===== src/hdl/fpeb_defines.svh =====
// Register offsets, field positions, reset values and bus widths of the exception bounce block.
// Assumes inclusion by bare name from design files only.
`ifndef FPEB_DEFINES_SVH
`define FPEB_DEFINES_SVH

// ==========================================================================
// Register byte offsets
`define FPEB_ADDR_W       8
`define FPEB_OFF_ECR      8'h00
`define FPEB_OFF_EIR      8'h04
`define FPEB_OFF_SIR      8'h08
`define FPEB_OFF_SCR      8'h0C
`define FPEB_OFF_IST      8'h10
`define FPEB_OFF_IMSK     8'h14

// ==========================================================================
// Exception control register fields
`define FPEB_ECR_PEND     31
`define FPEB_ECR_V2       28
`define FPEB_ECR_ITER_LSB 8
`define FPEB_ITER_W       3

// ==========================================================================
// Status control register fields
`define FPEB_SCR_IOC      0
`define FPEB_SCR_UFC      3
`define FPEB_SCR_IOE      8
`define FPEB_SCR_UFE      11
`define FPEB_SCR_FAST     24
`define FPEB_SCR_RST      32'h0000_0000

// ==========================================================================
// Interrupt status bits
`define FPEB_IRQ_W        3
`define FPEB_IRQ_ENTER    0
`define FPEB_IRQ_BOUNCE   1
`define FPEB_IRQ_UNDEF    2
`define FPEB_IMSK_RST     3'h0

`endif


===== src/hdl/fpeb_pkg.sv =====
// Types shared by the exception bounce block.
// Assumes nothing of its surroundings.
package fpeb_pkg;

  // ==========================================================================
  // Types
  typedef enum logic {
    FPEB_NORMAL = 1'b0,
    FPEB_EXCEPT = 1'b1
  } fpeb_state_t;

  typedef enum logic [1:0] {
    FPEB_ARITH = 2'b00,
    FPEB_MOVE  = 2'b01,
    FPEB_XFER  = 2'b10,
    FPEB_OTHER = 2'b11
  } fpeb_opclass_t;

endpackage


===== src/hdl/fpeb_e1_if.sv =====
// First execute stage view shared between the top and its classifier.
// Assumes the package is compiled first.
`timescale 1ns/100ps
interface fpeb_e1_if;
  import fpeb_pkg::*;
  logic          valid;
  fpeb_opclass_t op_class;
  logic          potential;
  logic          snan_in;
  logic          underflow;
  logic          flushed_zero;
  logic          fast_mode;
  logic          inv_en;
  logic          uf_en;
  logic          detect;
  logic          set_invalid;
  logic          set_underflow;

  modport src (output valid, op_class, potential, snan_in, underflow, flushed_zero,
               fast_mode, inv_en, uf_en, input detect, set_invalid, set_underflow);
  modport cls (input valid, op_class, potential, snan_in, underflow, flushed_zero,
               fast_mode, inv_en, uf_en, output detect, set_invalid, set_underflow);
endinterface


===== src/hdl/fpeb_classify.sv =====
// Decides whether the operation in the first execute stage is potentially exceptional.
// Assumes all inputs are on the core clock and stable through the cycle.
`timescale 1ns/100ps
module fpeb_classify
  import fpeb_pkg::*;
(
  fpeb_e1_if.cls e1
);

  // ==========================================================================
  // Classification
  logic arith;

  // Copies, absolute value and negate are in the move class and never reach here.
  assign arith            = e1.valid && (e1.op_class == FPEB_ARITH);
  assign e1.set_invalid   = arith && e1.snan_in;
  assign e1.set_underflow = arith && (e1.underflow || (e1.fast_mode && e1.flushed_zero));
  // Any potential case bounces, not just enabled ones, which costs rare spurious traps.
  assign e1.detect        = arith && (e1.potential || (e1.set_invalid && e1.inv_en)
                            || (e1.set_underflow && e1.uf_en));

endmodule // fpeb_classify


===== src/hdl/fpeb_exception_bounce.sv =====
// Imprecise exception and bounce logic of the floating-point coprocessor, with APB registers.
// Assumes the core decode and first execute stage signals arrive on pclk.
//
// The APB slave port and the address map were chosen for this implementation.
`timescale 1ns/100ps
`include "fpeb_defines.svh"

module fpeb_exception_bounce
  import fpeb_pkg::*;
(
  input  wire logic                    pclk,
  input  wire logic                    presetn,
  input  wire logic                    psel,
  input  wire logic                    penable,
  input  wire logic                    pwrite,
  input  wire logic [`FPEB_ADDR_W-1:0] paddr,
  input  wire logic [31:0]             pwdata,
  output logic      [31:0]             prdata,
  output logic                         pready,
  output logic                         pslverr,
  input  wire logic                    dec_valid,
  input  wire logic [31:0]             dec_instr,
  input  wire logic                    dec_undef,
  input  wire logic                    dec_exempt,
  output logic                         dec_accept,
  output logic                         dec_bounce,
  input  wire logic                    e1_valid,
  input  wire logic [31:0]             e1_instr,
  input  wire fpeb_opclass_t           e1_class,
  input  wire logic                    e1_vector,
  input  wire logic [`FPEB_ITER_W-1:0] e1_iter,
  input  wire logic                    e1_potential,
  input  wire logic                    e1_snan,
  input  wire logic                    e1_underflow,
  input  wire logic                    e1_flushed_zero,
  output logic                         vec_cancel,
  output logic                         irq
);

  // ==========================================================================
  // Declarations
  fpeb_state_t             state_reg;
  logic                    v2_reg;
  logic [`FPEB_ITER_W-1:0] iter_reg;
  logic [31:0]             eir_reg;
  logic [31:0]             sir_reg;
  logic [31:0]             scr_reg;
  logic                    slot_valid_reg;
  logic [31:0]             slot_instr_reg;
  logic                    dec_accept_reg;
  logic                    dec_bounce_reg;
  logic                    vec_cancel_reg;
  logic                    pready_reg;
  logic                    pslverr_reg;
  logic [31:0]             prdata_reg;
  logic [`FPEB_IRQ_W-1:0]  ist;
  logic [`FPEB_IRQ_W-1:0]  imsk;
  logic                    irq_reg;

  logic                    pending;
  logic                    enter;
  logic                    bounce_now;
  logic                    accept_now;
  logic                    wr_en;
  logic                    mapped;
  logic                    ecr_wr;
  logic                    scr_wr;
  logic [31:0]             ecr_val;
  logic [31:0]             rd_val;
  logic [`FPEB_IRQ_W-1:0]  irq_events;

  fpeb_e1_if e1 ();

  // ==========================================================================
  // Classifier
  assign e1.valid        = e1_valid;
  assign e1.op_class     = e1_class;
  assign e1.potential    = e1_potential;
  assign e1.snan_in      = e1_snan;
  assign e1.underflow    = e1_underflow;
  assign e1.flushed_zero = e1_flushed_zero;
  assign e1.fast_mode    = scr_reg[`FPEB_SCR_FAST];
  assign e1.inv_en       = scr_reg[`FPEB_SCR_IOE];
  assign e1.uf_en        = scr_reg[`FPEB_SCR_UFE];

  fpeb_classify u_classify (
    .e1 (e1.cls)
  );

  // ==========================================================================
  // Bounce decision
  assign pending = (state_reg == FPEB_EXCEPT);
  // Only the first detection is taken; later ones wait for software.
  assign enter   = e1.detect && !pending;

  // A trigger sitting in decode during the detect cycle is refused at once.
  assign bounce_now = dec_valid && (dec_undef
                      || (!dec_exempt && (pending || e1.detect)));
  assign accept_now = dec_valid && !bounce_now;

  // ==========================================================================
  // Bus decode
  // A write lands only at the access edge, where pready is already high.
  assign wr_en  = psel && penable && pready_reg && pwrite;
  assign mapped = (paddr == `FPEB_OFF_ECR) || (paddr == `FPEB_OFF_EIR) ||
                  (paddr == `FPEB_OFF_SIR) || (paddr == `FPEB_OFF_SCR) ||
                  (paddr == `FPEB_OFF_IST) || (paddr == `FPEB_OFF_IMSK);
  assign ecr_wr = wr_en && (paddr == `FPEB_OFF_ECR);
  assign scr_wr = wr_en && (paddr == `FPEB_OFF_SCR);

  always_comb begin
    ecr_val                                                  = 32'h0000_0000;
    ecr_val[`FPEB_ECR_PEND]                                  = pending;
    ecr_val[`FPEB_ECR_V2]                                    = v2_reg;
    ecr_val[`FPEB_ECR_ITER_LSB +: `FPEB_ITER_W]              = iter_reg;
  end

  always_comb begin
    case (paddr)
      `FPEB_OFF_ECR:  rd_val = ecr_val;
      `FPEB_OFF_EIR:  rd_val = eir_reg;
      `FPEB_OFF_SIR:  rd_val = sir_reg;
      `FPEB_OFF_SCR:  rd_val = scr_reg;
      `FPEB_OFF_IST:  rd_val = {{(32-`FPEB_IRQ_W){1'b0}}, ist};
      `FPEB_OFF_IMSK: rd_val = {{(32-`FPEB_IRQ_W){1'b0}}, imsk};
      default:        rd_val = 32'h0000_0000;
    endcase
  end

  // ==========================================================================
  // Exceptional state
  always_ff @(posedge pclk or negedge presetn) begin
    if (!presetn) begin
      state_reg <= FPEB_NORMAL;
    end else begin
      case (state_reg)
        FPEB_NORMAL: begin
          if (enter) begin
            state_reg <= FPEB_EXCEPT;
          end
        end
        FPEB_EXCEPT: begin
          // Software must clear this before touching the unit, or it traps forever.
          if (ecr_wr) begin
            state_reg <= FPEB_NORMAL;
          end
        end
        default: begin
          state_reg <= FPEB_NORMAL;
        end
      endcase
    end
  end

  // The iteration field is kept after a clear, so software can still read it.
  always_ff @(posedge pclk or negedge presetn) begin
    if (!presetn) begin
      eir_reg  <= 32'h0000_0000;
      iter_reg <= '0;
    end else if (enter) begin
      eir_reg  <= e1_instr;
      iter_reg <= e1_iter;
    end
  end

  // ==========================================================================
  // Pre-trigger slot
  // The slot remembers the last accepted non-exempt instruction since the newest first iteration.
  always_ff @(posedge pclk or negedge presetn) begin
    if (!presetn) begin
      slot_valid_reg <= 1'b0;
      slot_instr_reg <= 32'h0000_0000;
    end else if (accept_now && !dec_exempt) begin
      slot_valid_reg <= 1'b1;
      slot_instr_reg <= dec_instr;
    end else if (e1_valid && !pending && e1_iter == '0) begin
      slot_valid_reg <= 1'b0;
    end
  end

  always_ff @(posedge pclk or negedge presetn) begin
    if (!presetn) begin
      v2_reg  <= 1'b0;
      sir_reg <= 32'h0000_0000;
    end else if (enter) begin
      v2_reg  <= slot_valid_reg;
      sir_reg <= slot_instr_reg;
    end else if (ecr_wr) begin
      v2_reg  <= 1'b0;
    end
  end

  // Halting the vector here leaves the remaining iterations for software.
  always_ff @(posedge pclk or negedge presetn) begin
    if (!presetn) begin
      vec_cancel_reg <= 1'b0;
    end else if (enter) begin
      vec_cancel_reg <= e1_vector;
    end else if (ecr_wr) begin
      vec_cancel_reg <= 1'b0;
    end
  end

  // ==========================================================================
  // Handshake answer
  always_ff @(posedge pclk or negedge presetn) begin
    if (!presetn) begin
      dec_accept_reg <= 1'b0;
      dec_bounce_reg <= 1'b0;
    end else begin
      dec_accept_reg <= accept_now;
      dec_bounce_reg <= bounce_now;
    end
  end

  // ==========================================================================
  // Status control register
  always_ff @(posedge pclk or negedge presetn) begin
    if (!presetn) begin
      scr_reg <= `FPEB_SCR_RST;
    end else begin
      if (scr_wr) begin
        scr_reg <= pwdata;
      end
      if (e1.set_invalid) begin
        scr_reg[`FPEB_SCR_IOC] <= 1'b1;
      end
      if (e1.set_underflow) begin
        scr_reg[`FPEB_SCR_UFC] <= 1'b1;
      end
    end
  end

  // ==========================================================================
  // APB answer
  // Zero wait states: the answer is latched at the setup edge, so reads show that cycle.
  always_ff @(posedge pclk or negedge presetn) begin
    if (!presetn) begin
      pready_reg  <= 1'b0;
      pslverr_reg <= 1'b0;
      prdata_reg  <= 32'h0000_0000;
    end else if (psel && !penable) begin
      pready_reg  <= 1'b1;
      pslverr_reg <= !mapped;
      prdata_reg  <= pwrite ? 32'h0000_0000 : rd_val;
    end else begin
      pready_reg  <= 1'b0;
      pslverr_reg <= 1'b0;
    end
  end

  // ==========================================================================
  // Interrupts
  // Undefined offers raise their own event, so software can tell them from bounces.
  always_comb begin
    irq_events                   = '0;
    irq_events[`FPEB_IRQ_ENTER]  = enter;
    irq_events[`FPEB_IRQ_BOUNCE] = bounce_now;
    irq_events[`FPEB_IRQ_UNDEF]  = dec_valid && dec_undef;
  end

  fpeb_irq #(
    .W (`FPEB_IRQ_W)
  ) u_irq (
    .pclk       (pclk),
    .presetn    (presetn),
    .events     (irq_events),
    .clr_wr     (wr_en && (paddr == `FPEB_OFF_IST)),
    .mask_wr    (wr_en && (paddr == `FPEB_OFF_IMSK)),
    .wdata      (pwdata[`FPEB_IRQ_W-1:0]),
    .status_reg (ist),
    .mask_reg   (imsk),
    .irq_reg    (irq_reg)
  );

  // ==========================================================================
  // Outputs
  assign prdata     = prdata_reg;
  assign pready     = pready_reg;
  assign pslverr    = pslverr_reg;
  assign dec_accept = dec_accept_reg;
  assign dec_bounce = dec_bounce_reg;
  assign vec_cancel = vec_cancel_reg;
  assign irq        = irq_reg;

endmodule // fpeb_exception_bounce


===== src/hdl/fpeb_irq.sv =====
// Sticky event status with mask and one level interrupt.
// Assumes event pulses and write strobes on the same clock.
`timescale 1ns/100ps
module fpeb_irq #(
  parameter int W = 3
) (
  input  wire logic         pclk,
  input  wire logic         presetn,
  input  wire logic [W-1:0] events,
  input  wire logic         clr_wr,
  input  wire logic         mask_wr,
  input  wire logic [W-1:0] wdata,
  output logic      [W-1:0] status_reg,
  output logic      [W-1:0] mask_reg,
  output logic              irq_reg
);

  // ==========================================================================
  // Status, mask and output
  logic [W-1:0] status_next;

  // A new event outweighs a write-one-to-clear in the same cycle.
  assign status_next = (status_reg & ~(clr_wr ? wdata : '0)) | events;

  always_ff @(posedge pclk or negedge presetn) begin
    if (!presetn) begin
      status_reg <= '0;
    end else begin
      status_reg <= status_next;
    end
  end

  always_ff @(posedge pclk or negedge presetn) begin
    if (!presetn) begin
      mask_reg <= '0;
    end else if (mask_wr) begin
      mask_reg <= wdata;
    end
  end

  always_ff @(posedge pclk or negedge presetn) begin
    if (!presetn) begin
      irq_reg <= 1'b0;
    end else begin
      irq_reg <= |(status_next & (mask_wr ? wdata : mask_reg));
    end
  end

endmodule // fpeb_irq


===== config.mk =====
export PLATFORM = sky130hd
export DESIGN_NAME = fpeb_exception_bounce
export DESIGN_NICKNAME = d
export VERILOG_FILES = /design/src/hdl/fpeb_pkg.sv /design/src/hdl/fpeb_e1_if.sv /design/src/hdl/fpeb_classify.sv /design/src/hdl/fpeb_exception_bounce.sv /design/src/hdl/fpeb_irq.sv
export VERILOG_INCLUDE_DIRS = /design/src /design/src/hdl
export SDC_FILE = /design/constraint.sdc
export NUM_CORES = 1
export LEC_CHECK = 0
export BUFFER_PORTS_ARGS = -buffer_cell sky130_fd_sc_hd__clkbuf_2
export CORE_AREA = 3 3 152 109
export DETAILED_ROUTE_END_ITERATION = 10
export DIE_AREA = 0 0 155 112
export PLACE_DENSITY = 0.73
export SETUP_SLACK_MARGIN = 0.02
export SYNTH_ARGS = -nofsm -noshare
export SYNTH_HDL_FRONTEND = slang
export SYNTH_SLANG_ARGS = --single-unit

===== constraint.sdc =====
create_clock -name pclk -period 5.85 [get_ports pclk]
set_input_delay 0.585 -clock pclk [delete_from_list [all_inputs] [get_ports pclk]]
set_output_delay 0.585 -clock pclk [all_outputs]
set_load 0.05 [all_outputs]

### Word-level counts from Yosys, hierarchy flattened

Cells that the tools add are included.

| word-level totals | value |
|---|---|
| bits of input ports | 123 |
| register bits | 178 |
| output and inout bits | 38 |
| logic and storage cells | 92 |

| cells by class | value |
|---|---|
| muxes and demuxes | 17 |
| equal/unequal tests | 5 |
| reductions and logical operators | 46 |
| bitwise logic cells | 5 |

Operator list:

| cell | count |
|---|---|
| $pmux 32 s6 | 1 |
| $mux 32 | 1 |
| $logic_and 1x1->1 | 23 |
| $eq 8x4->1 const B | 2 |
| $eq 8x5->1 const B | 2 |
| $mux 1 | 11 |
| $logic_or 1x1->1 | 10 |
| $eq 8x3->1 const B | 1 |
| $logic_not 8->1 | 1 |
| $reduce_bool 2->1 | 4 |
| $and 3x3->3 | 2 |
| $mux 3 | 2 |
| $logic_not 1->1 | 5 |
| $mux 4 | 1 |
| $logic_not 3->1 | 1 |
| $not 3->3 | 1 |
| $or 3x3->3 | 1 |
| $reduce_or 3->1 | 1 |
| $logic_not 2->1 | 1 |
| $pmux 1 s2 | 1 |
| $not 1->1 | 1 |

### Logic depth before layout (Yosys ltp)

| depth | value |
|---|---|
| depth after elaboration | 15 |
| depth in mapped cells | 8 |
| gate-level depth less buffers | 5 |

### By module

Synthesis repeated with hierarchy kept, for this count alone.

| second synthesis, totals | value |
|---|---|
| cells, all modules | 684 |
| area, all modules | 7678.6 µm² |

Modules (own cells, without submodules):

| module | times used | cells each | area each (µm²) | seq. area each (µm²) |
|---|---|---|---|---|
| fpeb_exception_bounce | 1 | 658 | 7360.8 | 4279.1 |
| fpeb_irq | 1 | 18 | 270.3 | 175.2 |
| fpeb_classify | 1 | 8 | 47.5 | 0.0 |

### Worst setup path after synthesis

Ideal clock, no wire load.

| timing path | value |
|---|---|
| kind | in2reg |
| start | in paddr[1] |
| end | reg scr_reg[10] |
| slack | 3.276 ns |
| setup time | 0.125 ns |
| data arrival time | 2.449 ns |
| path buffers | 3 |
| data required time | 5.725 ns |
| cell stages on the path | 7 |
| cell sequence | or3_4 -> or4_4 -> buf_6 -> or3_1 -> buf_6 -> buf_12 -> mux2_4 |

| between the ends | value |
|---|---|
| cells in the longest elaborated chain, start to end | 2 |

Ends and longest elaborated chain:

| what | RTL line | text |
|---|---|---|
| start: declaration | fpeb_exception_bounce.sv:16 | `` input wire logic [`FPEB_ADDR_W-1:0] paddr, `` |
| $eq 8x4->1 | - |  |
| $logic_and 1x1->1 | fpeb_exception_bounce.sv:109 | `` assign scr_wr = wr_en && (paddr == `FPEB_OFF_SCR); `` |
| end signal: assignment | fpeb_exception_bounce.sv:220 | `` scr_reg <= `FPEB_SCR_RST; `` |
| end signal: assignment | fpeb_exception_bounce.sv:223 | `scr_reg <= pwdata;` |
| end: declaration | fpeb_exception_bounce.sv:47 | `logic [31:0] scr_reg;` |

Every way passes these cells.
A chain may end at the register's enable or synchronous reset.

### Worst setup path in the final report

| timing path | value |
|---|---|
| start | reg scr_reg[11] |
| end | reg eir_reg[12] |

| between the ends | value |
|---|---|
| cells in the longest elaborated chain, start to end | 4 |

Ends and longest elaborated chain:

| what | RTL line | text |
|---|---|---|
| $logic_and 1x1->1 | fpeb_classify.sv:20 | `\|\| (e1.set_underflow && e1.uf_en));` |
| $logic_or 1x1->1 | fpeb_classify.sv:20 |  |
| $logic_and 1x1->1 | fpeb_classify.sv:19 | `assign e1.detect = arith && (e1.potential \|\| (e1.set_invalid && e1.inv_en)` |
| $logic_and 1x1->1 | fpeb_exception_bounce.sv:94 | `assign enter = e1.detect && !pending;` |
| end signal: assignment | fpeb_exception_bounce.sv:161 | `eir_reg <= e1_instr;` |
| end: declaration | fpeb_exception_bounce.sv:45 | `logic [31:0] eir_reg;` |

Every way passes these cells.

==> results.cfg <==
[floorplan]
die_x_um = 155
rows = 38
die-height_um = 112
die_area_mm2 = 0.0174
start_util_pct = 49.3
pin_count = 161
core_area_mm2 = 0.0154

[critical_path]
cp_data_arrival_time_ns = 3.29
path_max_fanout = 42
cp.required_ns = 6.16
r2r_slack_ns = 2.87
start_kind = flop
r2r-end = eir_reg[12]$_DFFE_PN0P_
crit_type = flop to flop
worstSetupEndpointType = flop
r2r_start = scr_reg[11]$_DFFE_PN0P_
reg2reg_depth = 5

[timing]
final-setup-viol-count = 0
maxSlewViolCount = 0
min_period_ns = 2.98
grt_setup_unrepaired = false
slew_headroom_pct = 19.2
clock.fmax_mhz = 336
period_share_pct = 50.9
fin_worst_skew_ns = 0.00888
setup_tns_ns = 0
hold_viol_final = 0
tightest_slew_ns = 1.21

[cells_and_area]
syn2layout_area_growth_pct = 19.9
most-common-layout-cells = dfrtp_1, clkbuf_2, mux2_2, nand2_1, o21ai_0
n_antenna_cell = 0
nNetsFinal = 804
drive_above_1_share_pct = 53.0
seqCellArea_mm2 = 0.00445
final_core_util_pct = 59.2
multi_input_area_mm2 = 0.00291
final_common_cell = dfrtp_1
fillers = 1230

[global_routing]
first_global_vias = 5236
grt_pass1_wl_um = 28400
grt-ovfl-total = 0
antenna_found_initial = 1
track_usage_pct = 21.1
grt_max_degree = 81

[route]
drt-total-wl_um = 18000
ant_nets = 0
vias = 4976
drt-initial-drc-count = 299
post-route-drc-count = 0
via_per_inst = 5.57
drtPass1Iterations = 5
avgRoutedWirePerCell_um = 20.2

[placed_design]
dpl.hpwl_um = 11900
gp_congestion = 0.823
io_buffers = 160

[synthesis]
synth_edf_count = 0
synth_area_leaders = dfrtp_1, mux2_2, mux2_4, a22oi_1, o21ai_0
synth-seq-cells = 178
synthCells = 531
ys.flop_type = dfrtp_1
ys_types = 39
syn_area_per_cell_um2 = 14.3
syn-cell-area_mm2 = 0.00757
yosys_warnings = 0
synth_area_leader_cell = dfrtp_1
synthArstFlopShare_pct = 100
syn_nets = 654
seq_area_frac_synth_pct = 58.8
synth_top_cell_area_share_pct = 58.8

[cts]
cts.clk_slew.worst_paths_ns = 0.06
cts-root-buf = clkbuf_16
htree_levels = 4
clockBufferDepth = 2
worstSkewPairLatency_ns = 0.43
cts_setup_buffers = 0
hold_buffers = 0
cts_resized = 0
cts_tree = yes
numCtsBuffers = 17
clock-sinks = 178

[power]
vdd_drop_max_mv = 0.197
power.share.clock_pct = 36.5
seqPwrFrac_pct = 50.3
switching_share_pct = 24.5
p_leak_nw = 4.52
p_comb_share_pct = 13.1
p_int_mw = 2.37
p_per_area_mw_per_mm2 = 346
switchingPower_mw = 0.771

[hold_path]
hp-class = input pin to asynchronous set/reset pin

[job]
maxCapViolations = 0

[outcome]
outcome = finished clean
==> routing by layer <==
layer | share of wire (%) | wire, um | track usage, %
met5 | 0.050 | 9 | 0
met1 | 46 | 8260 | 30.2
met2 | 45 | 8140 | 31.2
met4 | 1.2 | 210 | 5.41
met3 | 7.8 | 1410 | 7.07
==> cells in the mapped netlist, types with 5 or more instances <==
cell type and number:
buf_2 6, inv_1 7, dfrtp_1 178, mux4_2 5
mux2i_1 8, o21ai_0 33, nor2_1 6, clkbuf_1 20
mux2_4 28, a22o_1 5, a22oi_1 30, nand2_1 37
mux2_2 129
==> final cells by class <==
class / count / share of cell area (%)
clock inverter: 11 / 1.43
multi-input combinational: 312 / 32.0
tap: 200 / 2.75
inverter: 7 / 0.289
clock buffer: 21 / 5.18
timing repair buffer: 165 / 9.30
sequential: 178 / 49.0
==> worst max-delay path: stages (launching register included) <==
cell	delay [ns]
dfrtp_1	0.43
nor4bb_1	0.40
a22oi_1	0.26
nor2_4	0.72
buf_4	0.61
mux2_2	0.41
==> how the worst max path moves through the flow <==
stage / startpoint / end / slack (ns) / depth (start not counted)
finish: scr_reg[11]$_DFFE_PN0P_ / eir_reg[12]$_DFFE_PN0P_ / 2.87 / 5
global route: scr_reg[11]$_DFFE_PN0P_ / eir_reg[18]$_DFFE_PN0P_ / 2.69 / 5
CTS: scr_reg[11]$_DFFE_PN0P_ / eir_reg[12]$_DFFE_PN0P_ / 2.87 / 5
detailed placement: paddr[3] / u_irq.irq_reg$_DFF_PN0_ / 2.61 / 6
global placement: paddr[3] / u_irq.irq_reg$_DFF_PN0_ / 2.64 / 6
floorplan: paddr[1] / scr_reg[10]$_DFFE_PN0P_ / 3.28 / 7
==> kinds of logic after synthesis <==
family                 Yosys count  synth area share, %
DFF                            178                 58.8
AOI/OAI and AO/OA               78                 6.79
and+or+nand+nor                 64                 4.16
muxes                          170                 27.3
buffers and inverters           41                 2.97
==> power groups by stage <==
stage	clock network, mW	registers [mW]	logic, mW
3_5_place_dp	0	1.60	0.413
5_1_grt	1.22	1.61	0.451
6_report	1.15	1.58	0.413
3_3_place_gp	0	1.59	0.393
2_1_floorplan	0	1.56	0.283
4_1_cts	1.16	1.58	0.418
==> metrics by stage <==
| step | instances | area, um^2 | setup slack, ns | total power [mW] | hold WS (ns) |
|---|---|---|---|---|---|
| floorplan | 531 | 7570 | 3.28 | 1.85 | 0.289 |
| global placement | 862 | 8480 | 2.64 | 1.98 | 0.464 |
| detailed placement | 862 | 8480 | 2.61 | 2.02 | 0.472 |
| CTS | 894 | 9080 | 2.87 | 3.17 | 0.223 |
| global route | 894 | 9080 | 2.69 | 3.29 | 0.255 |
| finish | 894 | 9080 | 2.87 | 3.15 | 0.206 |
Note: power is estimated with default switching activity, not from simulation.
